File: src/rtl/dsp_pkg.sv
/*
 * Constants, command codes, register map and state type of the drive
 * security password block. Assumes a single 100 MHz clock domain.
 */
// Functional notes
// - set-password requests one sector from host
// - words 1-16 password, 17 revision if master
// - accept revision codes, report in identify word 92
// - control bit 8 level, bit 0 identifier
// - user/high: store, arm lock, both unlock
// - user/maximum: store, arm lock, only user unlocks
// - master: store with revision, level unchanged, no arming
// - unlock requests sector, bit 0 selects password
// - master unlock at high level compares master
// - master unlock at maximum level is rejected
// - user mismatch aborts and decrements counter
// - counter starts at five, decrements when locked
// - counter zero aborts unlock and erase-unit
// - unlock while unlocked leaves counter alone
// - erase-unit aborted without preceding erase-prepare
// - frozen rejects all lock-changing security commands
package dsp_pkg;
    // ****************************************
    // command codes
    // ****************************************
    localparam logic [7:0] CMD_SET_PW = 8'hF1;
    localparam logic [7:0] CMD_UNLOCK = 8'hF2;
    localparam logic [7:0] CMD_ERASE_PREP = 8'hF3;
    localparam logic [7:0] CMD_ERASE_UNIT = 8'hF4;
    localparam logic [7:0] CMD_DISABLE_PW = 8'hF6;
    // ****************************************
    // data sector layout
    // ****************************************
    localparam logic [7:0] WORD_CTL = 8'h00;
    localparam logic [7:0] WORD_PW_FIRST = 8'h01;
    localparam logic [7:0] WORD_PW_LAST = 8'h10;
    localparam logic [7:0] WORD_REV = 8'h11;
    localparam logic [7:0] WORD_LAST = 8'hFF;
    localparam int CTL_IDENT_BIT = 0;
    localparam int CTL_LEVEL_BIT = 8;
    localparam logic LEVEL_HIGH = 1'b0;
    localparam logic LEVEL_MAX = 1'b1;
    localparam logic [2:0] UNLOCK_TRIES = 3'h5;
    localparam logic [15:0] REV_RESET = 16'h0000;
    // ****************************************
    // register map
    // ****************************************
    localparam logic [7:0] OFS_CTRL = 8'h00;
    localparam logic [7:0] OFS_STATE = 8'h04;
    localparam logic [7:0] OFS_REV = 8'h08;
    localparam logic [7:0] OFS_IRQ_STAT = 8'h0C;
    localparam logic [7:0] OFS_IRQ_MASK = 8'h10;
    localparam int CTRL_HRST_BIT = 0;
    localparam int CTRL_FREEZE_BIT = 1;
    localparam int ST_ENABLED_BIT = 0;
    localparam int ST_LOCKED_BIT = 1;
    localparam int ST_FROZEN_BIT = 2;
    localparam int ST_LEVEL_BIT = 3;
    localparam int ST_PREP_BIT = 4;
    localparam int ST_CNT_LSB = 8;
    localparam int IRQ_W = 3;
    localparam logic [2:0] IRQ_RESET = 3'h0;
    // ****************************************
    // command sequencer states
    // ****************************************
    typedef enum logic [1:0] {
        DSP_IDLE = 2'h0,
        DSP_XFER = 2'h1,
        DSP_EVAL = 2'h3
    } dsp_state_t;
endpackage

File: src/rtl/dsp_pw_if.sv
/*
 * Interface between the command sequencer and the password store.
 * Assumes both ends share one clock.
 */
`timescale 1ns/100ps
`default_nettype none
interface dsp_pw_if;
    logic start;
    logic wr;
    logic cmp;
    logic sel_master;
    logic [3:0] idx;
    logic [15:0] word;
    logic match;
    modport ctl (output start, wr, cmp, sel_master, idx, word, input match);
    modport store (input start, wr, cmp, sel_master, idx, word, output match);
endinterface
`default_nettype wire

File: src/rtl/dsp_sec_top.sv
/*
 * Security password command logic: takes security commands and their
 * data sectors, keeps lock state and unlock counter, APB registers.
 * Assumes commands and sector words come from logic on the same clock.
 */
`timescale 1ns/100ps
`default_nettype none
module dsp_sec_top
    import dsp_pkg::*;
(
    input wire logic i_core_clk,
    input wire logic i_reset,
    input wire logic [7:0] i_paddr,
    input wire logic i_psel,
    input wire logic i_penable,
    input wire logic i_pwrite,
    input wire logic [31:0] i_pwdata,
    output logic [31:0] o_prdata,
    output logic o_pready,
    output logic o_pslverr,
    input wire logic i_cmd_valid,
    input wire logic [7:0] i_cmd_code,
    output logic o_cmd_ready,
    input wire logic i_data_valid,
    input wire logic [15:0] i_data_word,
    output logic o_data_ready,
    output logic o_done,
    output logic o_abort,
    output logic o_erase_grant,
    output logic o_locked,
    output logic [15:0] o_id_word92,
    output logic o_taskfile_we,
    output logic o_irq
);
    typedef struct packed {
        dsp_state_t state;
        logic [7:0] opcode;
        logic [7:0] wcnt;
        logic ctl_ident;
        logic ctl_level;
        logic [15:0] rev_in;
        logic [15:0] rev;
        logic enabled;
        logic level;
        logic locked;
        logic frozen;
        logic prep;
        logic [2:0] cnt;
        logic done;
        logic abort;
        logic grant;
        logic [IRQ_W-1:0] irq_stat;
        logic [IRQ_W-1:0] irq_mask;
        logic [31:0] prdata;
    } dsp_top_t;

    dsp_top_t r_reg;
    dsp_top_t r_next;
    dsp_pw_if pw ();

    logic apb_setup;
    logic apb_access;
    logic apb_hit;
    logic [IRQ_W-1:0] ev;
    logic [IRQ_W-1:0] clr;
    logic hrst;
    logic freeze;
    logic in_pw;

    // ****************************************
    // password store
    // ****************************************
    dsp_pw_store u_store (
        .i_core_clk(i_core_clk),
        .i_reset(i_reset),
        .pw(pw.store)
    );

    // ****************************************
    // apb decode
    // ****************************************
    assign apb_setup = i_psel && !i_penable;
    assign apb_access = i_psel && i_penable;
    always_comb begin
        case (i_paddr)
            OFS_CTRL, OFS_STATE, OFS_REV, OFS_IRQ_STAT, OFS_IRQ_MASK: apb_hit = 1'b1;
            default: apb_hit = 1'b0;
        endcase
    end
    assign hrst = apb_access && i_pwrite && (i_paddr == OFS_CTRL) && i_pwdata[CTRL_HRST_BIT];
    assign freeze = apb_access && i_pwrite && (i_paddr == OFS_CTRL)
        && i_pwdata[CTRL_FREEZE_BIT];
    // only the bits that the read returned are cleared
    assign clr = (apb_access && !i_pwrite && (i_paddr == OFS_IRQ_STAT))
        ? r_reg.prdata[IRQ_W-1:0] : IRQ_RESET;
    assign in_pw = (r_reg.wcnt >= WORD_PW_FIRST) && (r_reg.wcnt <= WORD_PW_LAST);

    // ****************************************
    // command sequencer
    // ****************************************
    always_comb begin
        r_next = r_reg;
        r_next.done = 1'b0;
        r_next.abort = 1'b0;
        r_next.grant = 1'b0;
        pw.start = 1'b0;
        pw.wr = 1'b0;
        pw.cmp = 1'b0;
        pw.sel_master = r_reg.ctl_ident;
        pw.idx = 4'(r_reg.wcnt - WORD_PW_FIRST);
        pw.word = i_data_word;
        case (r_reg.state)
            DSP_IDLE: begin
                if (i_cmd_valid) begin
                    r_next.opcode = i_cmd_code;
                    r_next.wcnt = WORD_CTL;
                    if (i_cmd_code != CMD_ERASE_PREP) begin
                        r_next.prep = 1'b0;
                    end
                    case (i_cmd_code)
                        CMD_SET_PW: begin
                            if (r_reg.frozen) begin
                                r_next.done = 1'b1;
                                r_next.abort = 1'b1;
                            end else begin
                                r_next.state = DSP_XFER;
                                pw.start = 1'b1;
                            end
                        end
                        CMD_UNLOCK: begin
                            if (r_reg.frozen || r_reg.cnt == '0) begin
                                r_next.done = 1'b1;
                                r_next.abort = 1'b1;
                            end else begin
                                r_next.state = DSP_XFER;
                                pw.start = 1'b1;
                            end
                        end
                        CMD_ERASE_PREP: begin
                            r_next.done = 1'b1;
                            r_next.abort = r_reg.frozen;
                            r_next.prep = !r_reg.frozen;
                        end
                        CMD_ERASE_UNIT: begin
                            r_next.done = 1'b1;
                            r_next.abort = r_reg.frozen || r_reg.cnt == '0 || !r_reg.prep;
                            r_next.grant = !(r_reg.frozen || r_reg.cnt == '0 || !r_reg.prep);
                        end
                        CMD_DISABLE_PW: begin
                            r_next.done = 1'b1;
                            r_next.abort = r_reg.frozen;
                            r_next.grant = !r_reg.frozen;
                        end
                        default: begin
                            r_next.done = 1'b1;
                            r_next.abort = 1'b1;
                        end
                    endcase
                end
            end
            DSP_XFER: begin
                if (i_data_valid) begin
                    r_next.wcnt = r_reg.wcnt + 8'h01;
                    if (r_reg.wcnt == WORD_CTL) begin
                        r_next.ctl_ident = i_data_word[CTL_IDENT_BIT];
                        r_next.ctl_level = i_data_word[CTL_LEVEL_BIT];
                    end
                    if (in_pw) begin
                        pw.wr = (r_reg.opcode == CMD_SET_PW);
                        pw.cmp = (r_reg.opcode == CMD_UNLOCK);
                    end
                    if (r_reg.wcnt == WORD_REV && r_reg.ctl_ident) begin
                        r_next.rev_in = i_data_word;
                    end
                    if (r_reg.wcnt == WORD_LAST) begin
                        r_next.state = DSP_EVAL;
                    end
                end
            end
            DSP_EVAL: begin
                r_next.state = DSP_IDLE;
                r_next.done = 1'b1;
                if (r_reg.opcode == CMD_SET_PW) begin
                    if (r_reg.ctl_ident) begin
                        r_next.rev = r_reg.rev_in;
                    end else begin
                        r_next.enabled = 1'b1;
                        r_next.level = r_reg.ctl_level;
                    end
                end else if (r_reg.ctl_ident && r_reg.level == LEVEL_MAX) begin
                    r_next.abort = 1'b1;
                end else if (pw.match) begin
                    r_next.locked = 1'b0;
                end else begin
                    r_next.abort = 1'b1;
                    if (r_reg.locked) begin
                        r_next.cnt = r_reg.cnt - 3'h1;
                    end
                end
            end
            default: begin
                r_next.state = DSP_IDLE;
            end
        endcase
        // ****************************************
        // register writes and hard reset
        // ****************************************
        if (hrst) begin
            r_next.cnt = UNLOCK_TRIES;
            r_next.frozen = 1'b0;
            r_next.locked = r_reg.enabled;
            r_next.prep = 1'b0;
        end
        if (freeze) begin
            r_next.frozen = 1'b1;
        end
        if (apb_access && i_pwrite && i_paddr == OFS_IRQ_MASK) begin
            r_next.irq_mask = i_pwdata[IRQ_W-1:0];
        end
        if (apb_setup) begin
            case (i_paddr)
                OFS_STATE: begin
                    r_next.prdata = '0;
                    r_next.prdata[ST_ENABLED_BIT] = r_reg.enabled;
                    r_next.prdata[ST_LOCKED_BIT] = r_reg.locked;
                    r_next.prdata[ST_FROZEN_BIT] = r_reg.frozen;
                    r_next.prdata[ST_LEVEL_BIT] = r_reg.level;
                    r_next.prdata[ST_PREP_BIT] = r_reg.prep;
                    r_next.prdata[ST_CNT_LSB +: 3] = r_reg.cnt;
                end
                OFS_REV: r_next.prdata = {16'h0000, r_reg.rev};
                OFS_IRQ_STAT: r_next.prdata = {29'h0, r_reg.irq_stat};
                OFS_IRQ_MASK: r_next.prdata = {29'h0, r_reg.irq_mask};
                default: r_next.prdata = '0;
            endcase
        end
        // events: ok, aborted, counter exhausted; set wins over clear
        ev[0] = r_next.done && !r_next.abort;
        ev[1] = r_next.abort;
        ev[2] = (r_reg.cnt != '0) && (r_next.cnt == '0);
        r_next.irq_stat = (r_reg.irq_stat & ~clr) | ev;
    end

    always_ff @(posedge i_core_clk) begin
        if (i_reset) begin
            r_reg <= '0;
            r_reg.state <= DSP_IDLE;
            r_reg.cnt <= UNLOCK_TRIES;
            r_reg.rev <= REV_RESET;
            r_reg.level <= LEVEL_HIGH;
        end else begin
            r_reg <= r_next;
        end
    end

    // ****************************************
    // outputs
    // ****************************************
    assign o_prdata = r_reg.prdata;
    assign o_pready = 1'b1;
    assign o_pslverr = apb_access && !apb_hit;
    assign o_cmd_ready = (r_reg.state == DSP_IDLE);
    assign o_data_ready = (r_reg.state == DSP_XFER);
    assign o_done = r_reg.done;
    assign o_abort = r_reg.abort;
    assign o_erase_grant = r_reg.grant;
    assign o_locked = r_reg.locked;
    assign o_id_word92 = r_reg.rev;
    assign o_taskfile_we = 1'b0;
    assign o_irq = |(r_reg.irq_stat & r_reg.irq_mask);
endmodule
`default_nettype wire

File: src/rtl/dsp_pw_store.sv
/*
 * Password store: user and master passwords, 16 words each, written
 * or compared one word at a time. Assumes idx counts words 0 to 15.
 */
`timescale 1ns/100ps
`default_nettype none
module dsp_pw_store
    import dsp_pkg::*;
(
    input wire logic i_core_clk,
    input wire logic i_reset,
    dsp_pw_if.store pw
);
    typedef struct packed {
        logic [15:0][15:0] user_pw;
        logic [15:0][15:0] master_pw;
        logic mismatch;
    } dsp_store_t;

    dsp_store_t r_reg;
    dsp_store_t r_next;

    always_comb begin
        r_next = r_reg;
        if (pw.start) begin
            r_next.mismatch = 1'b0;
        end
        if (pw.wr) begin
            if (pw.sel_master) begin
                r_next.master_pw[pw.idx] = pw.word;
            end else begin
                r_next.user_pw[pw.idx] = pw.word;
            end
        end
        if (pw.cmp) begin
            if (pw.word != (pw.sel_master ? r_reg.master_pw[pw.idx] : r_reg.user_pw[pw.idx])) begin
                r_next.mismatch = 1'b1;
            end
        end
    end

    always_ff @(posedge i_core_clk) begin
        if (i_reset) begin
            r_reg <= '0;
        end else begin
            r_reg <= r_next;
        end
    end

    assign pw.match = ~r_reg.mismatch;
endmodule
`default_nettype wire

File: config.mk
export PLATFORM = sky130hd
export DESIGN_NAME = dsp_sec_top
export DESIGN_NICKNAME = d
export VERILOG_FILES = /design/src/rtl/dsp_pkg.sv /design/src/rtl/dsp_pw_if.sv /design/src/rtl/dsp_sec_top.sv /design/src/rtl/dsp_pw_store.sv
export SDC_FILE = /design/constraint.sdc
export NUM_CORES = 2
export LEC_CHECK = 0
export ABC_AREA = 1
export BUFFER_PORTS_ARGS = -buffer_cell sky130_fd_sc_hd__buf_2
export CAP_MARGIN = 20
export CORE_MARGIN = 8
export CORE_UTILIZATION = 47
export DETAILED_ROUTE_END_ITERATION = 16
export PLACE_DENSITY = 0.62
export SLEW_MARGIN = 20
export SYNTH_ARGS = -nofsm -noshare
export SYNTH_HDL_FRONTEND = slang
export SYNTH_HIERARCHICAL = 1
export SYNTH_SLANG_ARGS = --single-unit
export TNS_END_PERCENT = 20
File: constraint.sdc
create_clock -name i_core_clk -period 5.3 [get_ports i_core_clk]
set_clock_uncertainty 0.05 [all_clocks]
set_input_delay 0.795 -clock i_core_clk [delete_from_list [all_inputs] [get_ports i_core_clk]]
set_output_delay 0.795 -clock i_core_clk [all_outputs]
set_load 0.01 [all_outputs]
======== Word-level counts from Yosys, hierarchy flattened ========
Cells that the tools add are included.
operators by class
  $add $sub $neg .......................... 3
  order comparisons ....................... 4
  equal/unequal tests ..................... 26
  muxes and demuxes ....................... 61
  bitwise operators ....................... 7
  reductions and logical operators ........ 51
operators with widths
  kind                   number
  $bwmux W256            2
  $bmux W16 S4           2
  $mux W16               5
  $demux W16 S4          1
  $eq A8 B8 Y1 const B   8
  $pmux W16 S4           1
  $mux W1                26
  $mux W26               1
  $mux W3                7
  $mux W18               1
  $reduce_and A3 Y1      6
  $eq A8 B4 Y1 const B   2
  $eq A8 B5 Y1 const B   2
  $logic_and A1 B1 Y1    16
  $logic_not A8 Y1       2
  $ne A16 B16 Y1         1
  $pmux W8 S2            1
  $mux W2                7
  $pmux W2 S2            3
  $ne A2 B2 Y1 const B   5
  $add A8 B1 Y8 const B  1
  $eq A8 B3 Y1 const B   1
  $ge A8 B1 Y1 const B   1
  $le A8 B5 Y1 const B   1
  29 further kinds       49
storage, ports and cells
  bits in registers ....................... 614
  bits of input ports ..................... 71
  output and inout port bits .............. 58
  word-level logic and storage cells ...... 204

======== Logic depth before layout (Yosys ltp) ========
  depth in word-level cells ............... 10
  gate-level depth with buffers ........... 22
  depth with buffers taken out ............ 20

======== Cells and area by module ========
Netlist, hierarchy kept.
by module, submodules not included
  module        instances  cells each  area an instance (um^2)  seq. area each (um^2)
  dsp_pw_store  1          3,535       23,765.3                 10,269.8
  dsp_sec_top   1          605         4,459.3                  1,701.6

======== Worst setup path before layout ========
OpenSTA, ideal clock, no wires.
  kind .................................... input -> output
  start point ............................. in i_paddr[4]
  end point ............................... out o_pslverr
  arrival ................................. 1,620 ps
  required time ........................... 4,455 ps
  slack ................................... 2,835 ps
  cell stages on the path ................. 7
  buffers on the path ..................... 1
  cell sequence ........................... inv_1 nand3_1 inv_2 buf_4 nand2_1 nand3_1 nor3_1
on the way
  word-level cells in the longest chain between the ends .. 5
  elaborated cells between the ends (all ways) .. 9
  classes of those cells .................. eq/ne: 4; mux: 1; reduce/logical: 4
RTL lines
  element                                     RTL line            text
  start, declared                             dsp_sec_top.sv:13   input wire logic [7:0] i_paddr,
  $eq A8 B4 Y1, or another cell as far along  dsp_sec_top.sv:85   case (i_paddr)
  $reduce_or A5 Y1 *                          dsp_sec_top.sv:85
  $mux W1 *                                   dsp_sec_top.sv:85
  $logic_not A1 Y1 *                          dsp_sec_top.sv:261  assign o_pslverr = apb_access && !apb_hit;
  $logic_and A1 B1 Y1 *                       dsp_sec_top.sv:261
  end, declared                               dsp_sec_top.sv:20   output logic o_pslverr,
Every way passes the cells marked *; elsewhere a longest branch is shown, timed or not.

==> impl_results.md <==
* Run status: complete, no violations
* Hold crit path type: reg2reg
* Fmax at 234 MHz
* Total CTS buffers at 69
* Post-synthesis average cell area at 6.82 µm²
* Share of flip-flops with an asynchronous set or reset at 0
* Pin count of the biggest net entering global routing at 233
* Period utilization at 0.805
* Post-layout min period at 4.27 ns
* First-pass GRT wire length at 143000 µm
* DRC errors left at 0
* Worst Path Max Fanout at 46
* Drt first-iter violations at between 3000 and 4000
* Endpoints failing setup at 0
* Synth top area share at 0.424
* Max Cap Viol at 0
* DRT Pass-1 Iters at 6
* Cell Area, Synth at about 28000 µm²
* CP Data Arrival Time at 4.73 ns
* # H-tree levels at 3
* Setup crit end kind: register
* Largest register FFs at 513
* Layout cells sized above 1 at 0.0816
* Cell Pwr Density at 353 nW/µm²
* Worst-Margin Slew at about 1.3 ns
* Effective utilization at floorplan at 0.471
* DRT Wirelength at 93400 µm
* Clock slew at reported path FFs at 0.06 ns
* Crit start category: register
* Placeable Area at roughly 60000 µm²
* Total grt overflow at 0
* Cell count after synthesis at 4140
* Post-synthesis sequential area ratio at 0.424
* Chip width at 261 µm
* Slew Limit Fails at 0
* Vias in the first global route at 23800
* LEAKAGE at 11.4 nW
* Distinct cells, synth at 37
* # placed instances at about 4700
* DP HPWL at between 50000 and 60000 µm
* Area grow syn2layout at 9.02%
* Dominant cells by area after synthesis: dfxtp_1 (42%), nand2_1 (17%), a211oi_1 (6.7%)
* Power Total at 10.9 mW
* Post-synth EDFFs at 0
* Worst path max stage delay at 0.68 ns
* Fin Setup TNS at 0 ns
* Vias/cell at 5.54
* Clock root buffer: clkbuf_16
* CP max-delay cell: nor2_2
* Synth area leader: dfxtp_1
* Commonest cells post-synth: nand2_1 (1246), dfxtp_1 (598), nor2_1 (444), a21oi_1 (345), nand3_1 (289)
* Setup CP Type: reg2reg
* Top-count cell post-synth: nand2_1
* CTS sink count at 598
* CP Data Required Time at between 5 and 6 ns
* Cts hold-fix bufs at 0
* Via count at 26700
* WL/cell at 19.4 µm
* CP top delay family: simple AND/OR/NAND/NOR gates
* Slew margin rel. at 0.150
* Die area at 68100 µm²
* DRT antenna net count at 0
* Number of synthesized register bits at 598
* Antenna diode count at 0
* CTS max path bufs at 3
* Fin nets at 4075
* Final non-filler cell total at 4826
* Initial antenna violation count at 0
* Post-CTS Setup Bufs at 0
* CTS tree: yes
* Synth Warn # at 6
* Post_cts resized at 0
* Peak supply drop at around 0.24 mV
* Top_reg_cell synth: dfxtp_1
* RSZ-0062 raised after global routing: false
* Worst-Skew Late Latency at 0.61 ns
* Die H at between 200 and 300 µm
* PortBufs at 81
* Most frequent CP cell: inv_2
* Crit-path cells: inv_6 -> ha_1 -> inv_2 -> buf_4 -> nand2_2 -> nor2_2 -> nand2_1 -> inv_2 -> nor2_1 -> a211oi_1
* IO Pins at 129
* Total track usage at 0.265
* CP bufs+invs at 4
* Fin. Hold Viols at 0
* Row cnt at 90
* GPL Wtd Cong at 0.883
==> final timing paths <==
kind,cells past startpoint,startpoint,end,slack [ns]
min,2,r_reg[80],o_id_word92[15],0.40
min reg2reg,2,r_reg[80],o_id_word92[15],0.40
max,10,r_reg[83],u_store/r_reg[495],1.03
max reg2reg,10,r_reg[83],u_store/r_reg[495],1.03
==> metal layers <==
metal | vias to the layer above | track usage | share of wire
met5 | - | 0 | 0
met4 | 0 | 0.110 | 0.037
met3 | 164 | 0.0370 | 0.074
met2 | 1009 | 0.402 | 0.44
met1 | 12400 | 0.376 | 0.45
li1 | 13200 | - | -
==> cell usage in the layout (no fill, tap or decap), types with 18 or more instances in the layout <==
cell type and count:
a211oi_1 251, a21oi_1 345, buf_2 80, buf_4 63
clkbuf_16 73, conb_1 18, dfxtp_1 598, inv_1 225
inv_2 20, nand2_1 1246, nand3_1 289, nand4_1 68
nor2_1 441, nor3_1 29, o21ai_0 111, o21ai_1 58
==> report_power, final <==
group / switching [mW] / internal, mW
combinational: 1.24 / 0.185
clock: 1.92 / 2.99
sequential: 0.0122 / 4.51
==> per-stage QoR <==
step | util | setup WS (ns) | hold slack [ns] | area (µm²)
global route | 0.514 | 0.733 | 0.419 | 30800
floorplan | - | 2.83 | 0.374 | 28300
CTS | 0.514 | 1.06 | 0.399 | 30800
global placement | 0.475 | 1.17 | 0.381 | 28400
finish | 0.514 | 1.03 | 0.399 | 30800
detailed placement | 0.475 | 1.16 | 0.389 | 28400
==> worst reg2reg max path, stage by stage (launching register included) <==
cell      delay (ns)
dfxtp_1         0.45
inv_6           0.17
ha_1            0.37
inv_2           0.45
buf_4           0.41
nand2_2         0.31
nor2_2          0.68
nand2_1         0.60
inv_2           0.42
nor2_1          0.07
a211oi_1        0.19
==> cells by family after synthesis <==
group / Yosys count / share of synthesized area
AO/OA/AOI/OAI: 779 / 0.162
XOR/XNOR: 4 / 0.00124
adder cells (fa/ha/maj): 9 / 0.00399
buffers and inverters: 629 / 0.0977
flip-flops: 598 / 0.424
other: 2 / 0.000266
AND/OR/NAND/NOR: 2119 / 0.310
==> layout make-up <==
class,instances,area [µm²]
Sequential cell,598,12000
Inverter,249,946
Tap cell,782,978
Timing Repair Buffer,148,968
Fill cell,6051,29100
Clock buffer,102,2080
Clock inverter,18,244
Multi-Input combinational cell,2929,13600
Power figures use the tool's default switching activity.
